===== src/flash_spm_pkg.sv =====
// Constants and types for the flash self-programming read-while-write control
package flash_spm_pkg;

  localparam int ADDR_W    = 15;
  localparam int PAGE_BITS = 7;
  localparam int PAGE_W    = ADDR_W - PAGE_BITS;

  // Fixed split: the halting section starts here, the concurrent read section lies below
  localparam logic [ADDR_W-1:0] HALT_SECTION_START = 15'h7000;

  // Boot loader start per boot_size_fuses code; all lie inside the halting section
  localparam logic [ADDR_W-1:0] BOOT_START_SZ0 = 15'h7000;
  localparam logic [ADDR_W-1:0] BOOT_START_SZ1 = 15'h7800;
  localparam logic [ADDR_W-1:0] BOOT_START_SZ2 = 15'h7c00;
  localparam logic [ADDR_W-1:0] BOOT_START_SZ3 = 15'h7e00;

  localparam logic [1:0] FUSE_SZ0 = 2'h0;
  localparam logic [1:0] FUSE_SZ1 = 2'h1;
  localparam logic [1:0] FUSE_SZ2 = 2'h2;

  // Lock bits: 1 is unprogrammed, 0 is programmed
  localparam logic LOCK_UNPROG = 1'h1;
  localparam logic LOCK_PROG   = 1'h0;

  typedef enum logic [1:0] {
    OP_ERASE,
    OP_WRITE,
    OP_OTHER
  } pstore_op_t;

  typedef struct packed {
    logic              valid;
    pstore_op_t        op;
    logic [ADDR_W-1:0] target;
  } pstore_req_t;

  typedef struct packed {
    logic boot_lock_high_bit;
    logic boot_lock_low_bit;
    logic app_lock_high_bit;
    logic app_lock_low_bit;
  } lock_bits_t;

  localparam lock_bits_t LOCK_RESET = '{LOCK_UNPROG, LOCK_UNPROG, LOCK_UNPROG, LOCK_UNPROG};

  typedef struct packed {
    logic              start;
    pstore_op_t        op;
    logic [PAGE_W-1:0] page;
  } flash_cmd_t;

endpackage : flash_spm_pkg


===== src/flash_self_program_rww_control.sv =====
// Flash self-programming gate with read-while-write section control
//
// Behaviour
// Store instruction from application section ignored
// Program only when fetched from boot loader
// Boot loader may target any page
// Concurrent section op keeps halting section readable
// Halting section op stalls CPU throughout
// Fixed concurrent/halting split, independent of fuses
// Stall decided by target page section
// Boot loader always inside halting section
// Busy flag reads one while section blocked
// Software clears busy flag before reading section
// Software never reads section while programming
// Software disables or relocates interrupts meanwhile
// Boot size fuses set section boundary
// Lock set 0 protects application section
// Lock set 1 protects boot loader section
// Page grouping used only for erase/write
// Locks only programmed; chip erase restores
// Lock set 1,0 blocks application writes
// Busy flag set at start, software clears
`timescale 1ns/1ps
module flash_self_program_rww_control
  import flash_spm_pkg::*;
(
  input  wire logic              i_ref_clk,
  input  wire logic              i_nrst,
  input  wire pstore_req_t       i_pstore_req,
  input  wire logic [ADDR_W-1:0] i_fetch_addr,
  input  wire logic [1:0]        i_boot_size_fuses,
  input  wire logic              i_flash_done,
  input  wire logic              i_busy_clear,
  input  wire logic              i_lock_wr,
  input  wire lock_bits_t        i_lock_wr_data,
  input  wire logic              i_chip_erase,
  input  wire logic              i_pmem_read,
  input  wire logic [ADDR_W-1:0] i_pmem_read_addr,
  output flash_cmd_t             o_flash_cmd,
  output logic                   o_cpu_stall,
  output logic                   o_concurrent_section_busy_flag,
  output logic                   o_pstore_ignored,
  output logic                   o_pmem_read_deny,
  output lock_bits_t             o_lock_bits
);

  typedef enum logic [1:0] {
    ST_IDLE,
    ST_BUSY_CONCURRENT,
    ST_BUSY_HALT
  } state_t;

  state_t      state_q, state_d;
  flash_cmd_t  cmd_q, cmd_d;
  logic        busy_q, busy_d;
  logic        ignored_q;
  lock_bits_t  lock_q, lock_d;

  function automatic logic [ADDR_W-1:0] boot_base(input logic [1:0] fuses);
    unique case (fuses)
      FUSE_SZ0: boot_base = BOOT_START_SZ0;
      FUSE_SZ1: boot_base = BOOT_START_SZ1;
      FUSE_SZ2: boot_base = BOOT_START_SZ2;
      default:  boot_base = BOOT_START_SZ3;
    endcase
  endfunction : boot_base

  function automatic logic in_concurrent(input logic [ADDR_W-1:0] addr);
    in_concurrent = (addr < HALT_SECTION_START);
  endfunction : in_concurrent

  // Section decoding
  wire logic [ADDR_W-1:0] boot_start  = boot_base(i_boot_size_fuses);
  wire logic fetch_in_boot            = (i_fetch_addr >= boot_start);
  wire logic target_in_boot           = (i_pstore_req.target >= boot_start);
  wire logic target_concurrent        = in_concurrent(i_pstore_req.target);
  wire logic read_in_boot             = (i_pmem_read_addr >= boot_start);

  // Lock decoding per section
  wire logic app_write_locked  = (lock_q.app_lock_low_bit == LOCK_PROG);
  wire logic boot_write_locked = (lock_q.boot_lock_low_bit == LOCK_PROG);
  wire logic app_read_locked   = (lock_q.app_lock_high_bit == LOCK_PROG);
  wire logic boot_read_locked  = (lock_q.boot_lock_high_bit == LOCK_PROG);
  wire logic target_locked     = target_in_boot ? boot_write_locked : app_write_locked;

  wire logic is_prog_op = (i_pstore_req.op == OP_ERASE) || (i_pstore_req.op == OP_WRITE);
  wire logic store_seen = i_pstore_req.valid && is_prog_op;

  // Only boot-resident code may start an operation; any target page outside a write-locked section is fine
  wire logic accept = store_seen && fetch_in_boot && !target_locked
                      && (state_q == ST_IDLE);

  always_comb begin
    state_d = state_q;
    cmd_d   = cmd_q;
    cmd_d.start = 1'b0;
    if (accept) begin
      cmd_d.start = 1'b1;
      cmd_d.op    = i_pstore_req.op;
      cmd_d.page  = i_pstore_req.target[ADDR_W-1:PAGE_BITS];
      state_d = target_concurrent ? ST_BUSY_CONCURRENT : ST_BUSY_HALT;
    end else if (i_flash_done && (state_q != ST_IDLE)) begin
      state_d = ST_IDLE;
    end
  end

  // Set on a start wins over a software clear in the same cycle
  always_comb begin
    busy_d = busy_q;
    if (i_busy_clear && (state_q == ST_IDLE))
      busy_d = 1'b0;
    if (accept && target_concurrent)
      busy_d = 1'b1;
  end

  // Locks may only move towards programmed; chip erase or reset restores them
  always_comb begin
    lock_d = lock_q;
    if (i_lock_wr)
      lock_d = lock_bits_t'(lock_q & i_lock_wr_data);
    if (i_chip_erase)
      lock_d = LOCK_RESET;
  end

  wire logic ignored_d = store_seen && !accept;

  always_ff @(posedge i_ref_clk or negedge i_nrst) begin
    if (!i_nrst) begin
      state_q <= ST_IDLE;
    end else begin
      state_q <= state_d;
    end
  end

  always_ff @(posedge i_ref_clk or negedge i_nrst) begin
    if (!i_nrst) begin
      cmd_q <= '{1'b0, OP_OTHER, '0};
    end else begin
      cmd_q <= cmd_d;
    end
  end

  always_ff @(posedge i_ref_clk or negedge i_nrst) begin
    if (!i_nrst) begin
      busy_q <= 1'b0;
    end else begin
      busy_q <= busy_d;
    end
  end

  always_ff @(posedge i_ref_clk or negedge i_nrst) begin
    if (!i_nrst) begin
      ignored_q <= 1'b0;
    end else begin
      ignored_q <= ignored_d;
    end
  end

  always_ff @(posedge i_ref_clk or negedge i_nrst) begin
    if (!i_nrst) begin
      lock_q <= LOCK_RESET;
    end else begin
      lock_q <= lock_d;
    end
  end

  // Stall only for halting-section pages; concurrent ops leave the CPU running
  assign o_cpu_stall = (state_q == ST_BUSY_HALT);
  assign o_concurrent_section_busy_flag = busy_q;
  assign o_flash_cmd      = cmd_q;
  assign o_pstore_ignored = ignored_q;
  assign o_lock_bits      = lock_q;

  // Cross-section program reads gated by the high lock bits; reading the busy
  // concurrent section is left to software since the array returns garbage then
  assign o_pmem_read_deny = i_pmem_read && (
    (fetch_in_boot && !read_in_boot && app_read_locked) ||
    (!fetch_in_boot && read_in_boot && boot_read_locked));
endmodule : flash_self_program_rww_control


===== config.mk =====
export PLATFORM = sky130hd
export DESIGN_NAME = flash_self_program_rww_control
export DESIGN_NICKNAME = d
export VERILOG_FILES = /design/src/flash_spm_pkg.sv /design/src/flash_self_program_rww_control.sv
export SDC_FILE = /design/constraint.sdc
export NUM_CORES = 1
export LEC_CHECK = 0
export ABC_AREA = 1
export ABC_CLOCK_PERIOD_IN_PS = 5300
export BUFFER_PORTS_ARGS = -buffer_cell sky130_fd_sc_hd__buf_2
export CORE_ASPECT_RATIO = 1.1
export CORE_MARGIN = 5
export CORE_UTILIZATION = 35
export CTS_CLUSTER_SIZE = 14
export DETAILED_ROUTE_END_ITERATION = 16
export PLACE_DENSITY = 0.68
export SLEW_MARGIN = 40
export SYNTH_ARGS = -nofsm -noshare
export SYNTH_HDL_FRONTEND = slang
export SYNTH_SLANG_ARGS = --single-unit

===== constraint.sdc =====
create_clock -name i_ref_clk -period 5.3 [get_ports i_ref_clk]
set_clock_uncertainty 0.1 [all_clocks]
set_input_delay 1.06 -clock i_ref_clk [delete_from_list [all_inputs] [get_ports i_ref_clk]]
set_output_delay 1.06 -clock i_ref_clk [all_outputs]
set_load 0.02 [all_outputs]

---- Yosys cells after proc, flatten, opt, wreduce, memory -nomap -nowiden ----
Index checks and enable logic that the tools add are counted.
operators by class
  $add $sub $neg .......................... 0
  multiply operators ...................... 0
  divide/modulo/power cells ............... 0
  order comparisons ....................... 4
  eq/ne operators ......................... 4
  shift operators ......................... 0
  multiplexer cells ....................... 10
  bitwise operators ....................... 5
  reductions and logical operators ........ 26
operator list
  cell                  count
  $ge 15x15->1          3
  $pmux 12 s3           1
  $lt 15x15->1 const B  1
  $logic_and 1x1->1     13
  $mux 11               1
  $mux 4                2
  $reduce_bool 2->1     4
  $logic_not 2->1       3
  $mux 2                3
  $and 4x4->4           1
  $eq 2x1->1 const B    2
  $eq 2x2->1 const B    2
  $logic_not 1->1       4
  $not 1->1             4
  $mux 1                3
  $logic_or 1x1->1      2
word-level totals
  bits in registers ....................... 19
  bits in latches ......................... 0
  RAM bits ................................ 0
  memory bits (read-only) ................. 0
  input bits .............................. 61
  output and inout port bits .............. 19
  logic and storage cells ................. 59
  memories ................................ 0

---- Longest topological paths before layout ----
  depth in word-level cells ............... 9
  depth in mapped cells ................... 14
  mapped depth without buffers ............ 14

---- Worst setup path before layout ----
Ideal clock, no wire load.
  path kind ............................... input to output
  start ................................... input port i_boot_size_fuses[1]
  end ..................................... output port o_pmem_read_deny
  data arrival time ....................... 2.389 ns
  required time ........................... 4.140 ns
  setup slack ............................. 1.751 ns
  stages on the path ...................... 9
  path buffers ............................ 0
  cells stage by stage .................... nor2_1 -> ha_1 -> nand2_1 -> nor2_1 -> a21oi_1 -> nand2_1 -> o21ai_0 -> inv_1 -> nor2_1
on the way
  word-level cells in the longest chain between the ends .. 8
  elaborated cells between the ends (all ways) .. 14
  classes of those cells .................. order compare (2); eq/ne (2); mux (1); reduce/logical (9)
RTL lines
  what                                                       line                                                                          text
  from (decl)                                                flash_self_program_rww_control.sv:31                                          input wire logic [1:0] i_boot_size_fuses,
  $eq 2x2->1, or another cell as far along                   flash_self_program_rww_control.sv:60                                          unique case (fuses)
  $pmux 12 s3 *                                              flash_self_program_rww_control.sv:60
  $ge 15x15->1, on equally long branches                     flash_self_program_rww_control.sv:77, flash_self_program_rww_control.sv:74
  $logic_not 1->1, on equally long branches                  flash_self_program_rww_control.sv:177, flash_self_program_rww_control.sv:178
  $logic_and 1x1->1, on equally long branches (2 in series)  flash_self_program_rww_control.sv:177, flash_self_program_rww_control.sv:178
  $logic_or 1x1->1 *                                         flash_self_program_rww_control.sv:177                                         (fetch_in_boot && !read_in_boot && app_read_locked) ||
  $logic_and 1x1->1 *                                        flash_self_program_rww_control.sv:176                                         assign o_pmem_read_deny = i_pmem_read && (
  to (decl)                                                  flash_self_program_rww_control.sv:43                                          output logic o_pmem_read_deny,
Mark *: on every way between the ends. The rest lies on a longest branch, timed or not.

---- Worst setup path after layout ----
Ends and elaborated chain as after synthesis.

==> flow_metrics.py <==
metrics = {
    "run_status": {
        "status": "finished, final reports clean",
    },
    "setup_path": {
        "r2r_cells": 6,
        "end_kind": "output port",
        "crit_top_cell": "nor2_1",
        "cp.arrival_ns": 2.63,
        "cp_data_required_time_ns": 4.14,
        "slowest_delay_ns": 0.29,
        "rrSetupSlack_ns": 3.53,
        "r2r_end": "o_flash_cmd[3]$_DFFE_PN0P_",
        "start_kind": "input port",
        "critPathKind": "input port to output port",
        "crit_fanout": 4,
        "cp_slowest_cell": "a21oi_1",
        "path_cells": "buf_2 -> nor2_1 -> ha_1 -> nand2_1 -> nor2_1 -> a21oi_1 -> nand2_1 -> o21ai_0 -> inv_1 -> nor2_1 -> buf_2",
        "r2r_start": "state_q[1]$_DFFE_PN0P_",
    },
    "grt": {
        "grt_max_degree": 20,
        "grt_usage_pct": 13.5,
        "grt_pass1_vias": 1227,
        "grt_pass1_wl_um": 5100,
        "antenna_found_initial": 0,
        "grt-ovfl-total": 0,
    },
    "clock_network": {
        "cts.sinks": 19,
        "clockRootBuffer": "clkbuf_4",
        "cts_made_buffers": 3,
        "post_cts_buffers": 0,
        "clock_path_buffers": 2,
        "ctsResizeCount": 0,
        "clkTransAtPathRegs_ns": 0.11,
        "cts_tree": "yes",
        "ctsHoldBuffers": 0,
        "htree_levels": 1,
        "insertion_delay_ns": 0.30,
    },
    "placed_design": {
        "hpwl_um": 2860,
        "gp_congestion": 0.775,
        "numPortBuffers": 79,
        "postPlaceCellArea_mm2": 0.00167,
    },
    "route": {
        "drt_first_pass_iters": 4,
        "first_iter_violations": 41,
        "drc": 0,
        "detail-route-antenna-nets": 0,
        "wirelength_um": 3280,
        "vias": 1332,
        "viasPerCell": 4.34,
        "wl_per_cell_um": 10.7,
    },
    "sta": {
        "period_share_pct": 71.5,
        "drv_slew": 0,
        "max_slew_margin_pct": 66.5,
        "period_needed_ns": 3.79,
        "hold_slack_ns": 0.353,
        "rsz0062_at_grt": "false",
        "setup_violations": 0,
        "finalSetupTns_ns": 0,
        "tightest_slew_ns": 0.503,
        "final_hold_viol_count": 0,
        "clock.fmax_mhz": 264,
    },
    "logic_synthesis": {
        "synth_cell_types": 17,
        "syn_inst": 178,
        "ys_warn_count": 0,
        "synth_seq_cells": 19,
        "ys_seq_area_share_pct": 39.2,
        "syn_avg_cell_area_um2": 6.90,
        "syn_area_mm2": 0.00123,
        "syn_nets": 248,
    },
    "power_and_ir_drop": {
        "finalPower_w": 0.000367,
        "power.density_mw_per_mm2": 217,
        "p_leak_nw": 1.04,
        "ir_worst_vdd_mv": 0.0906,
    },
    "floorplanning": {
        "core_area_mm2": 0.00336,
        "die_h_um": 72.1,
        "die_w_um": 66.5,
        "ios": 80,
        "die_area_mm2": 0.00480,
        "start_util_pct": 36.6,
        "row_count": 22,
    },
    "final_layout": {
        "finish.utilization_pct": 50.4,
        "fin_nets": 330,
        "fin_area_mm2": 0.00169,
        "area_delta_synth_final_pct": 37.8,
        "layout-drive-gt1-share_pct": 35.9,
        "antennaDiodeCount": 0,
    },
    "worst_hold_path": {
        "hp-class": "flop to flop",
        "hold_depth": 2,
        "min_from": "o_flash_cmd[9]$_DFFE_PN1P_",
        "hold_end": "o_flash_cmd[9]$_DFFE_PN1P_",
    },
    "job": {
        "maxCapViolations": 0,
    },
}
-- per-stage QoR --
stage	cells	setup WS [ns]
global route	307	1.31
finish	307	1.51
detailed placement	303	1.52
floorplan	178	1.75
global placement	303	1.57
CTS	307	1.52
-- registers in the layout (all words and copies together), names as in the netlist --
signal,cells
o_flash_cmd,11
o_lock_bits,4
state_q,2
o_concurrent_section_busy_flag,1
o_pstore_ignored,1
-- placed cells by master, fill, tap and decap left out, drive strengths merged --
cell type  count
inv           24
nand4          2
o21bai         2
nor2          33
nand2         61
nand3         14
a21oi          6
o21ai          6
dfstp          5
clkinv         1
buf           79
ha             9
clkbuf         3
dfrtp         14
-- kinds of logic (layout without fill, tap and decap cells) --
logic type	Yosys count	after routing	share of synthesized area [%]
simple gates	110	110	36.4
fa+ha+maj	9	9	9.17
compound gates	14	14	6.42
buf+inv	26	107	8.86
flops	19	19	39.2
-- layer usage --
layer | track usage [%] | up-vias | routed length (µm)
li1 | - | 715 | -
met1 | 16.2 | 569 | 1300
met2 | 24.5 | 44 | 1670
met3 | 1.39 | 4 | 261
met4 | 5.19 | 0 | 44
met5 | 0 | - | 0
-- cells in the mapped netlist --
cell,count,area [µm²]
buf_4,1,7.51
nand2_1,59,221
nor2_1,33,124
inv_1,23,86.3
o21ai_0,6,30.0
nand2_2,2,12.5
a21oi_2,1,8.76
nand4_1,1,6.26
nand4_2,1,12.5
nand3_1,14,70.1
a21oi_1,5,25.0
dfstp_2,5,131
inv_2,1,3.75
dfrtp_1,14,350
buf_6,1,11.3
ha_1,9,113
o21bai_1,2,15.0
-- final cells by class --
class,instances,area (µm²)
Fill cell,386,1670
Timing Repair Buffer,79,395
Multi-Input combinational cell,133,638
Sequential cell,19,482
Tap cell,48,60.1
Inverter,24,90.1
Clock buffer,3,22.5
Clock inverter,1,5.00
-- how the worst max path moves through the flow --
| stage | startpoint | endpoint | slack (ns) | cells after the start |
|---|---|---|---|---|
| floorplan | i_boot_size_fuses[1] | o_pmem_read_deny | 1.75 | 9 |
| global placement | i_boot_size_fuses[1] | o_pmem_read_deny | 1.57 | 11 |
| detailed placement | i_boot_size_fuses[1] | o_pmem_read_deny | 1.52 | 11 |
| CTS | i_boot_size_fuses[1] | o_pmem_read_deny | 1.52 | 11 |
| global route | i_boot_size_fuses[1] | o_pmem_read_deny | 1.31 | 11 |
| finish | i_boot_size_fuses[1] | o_pmem_read_deny | 1.51 | 11 |
-- worst max-delay path: cells and delay by family --
family / cells / cell delay, ns
simple gates: 5 / 0.50
fa+ha+maj: 1 / 0.28
compound gates: 2 / 0.46
buf+inv: 3 / 0.33
-- where the power goes --
part | internal [W] | leakage, nW | switching, W | total (W)
registers | 0.000167 | 0.241 | 0.00000900 | 0.000176
logic | 0.0000469 | 0.787 | 0.0000699 | 0.000117
clock network | 0.0000281 | 0.0177 | 0.0000458 | 0.0000739
Note: power is estimated with default switching activity, not from simulation.
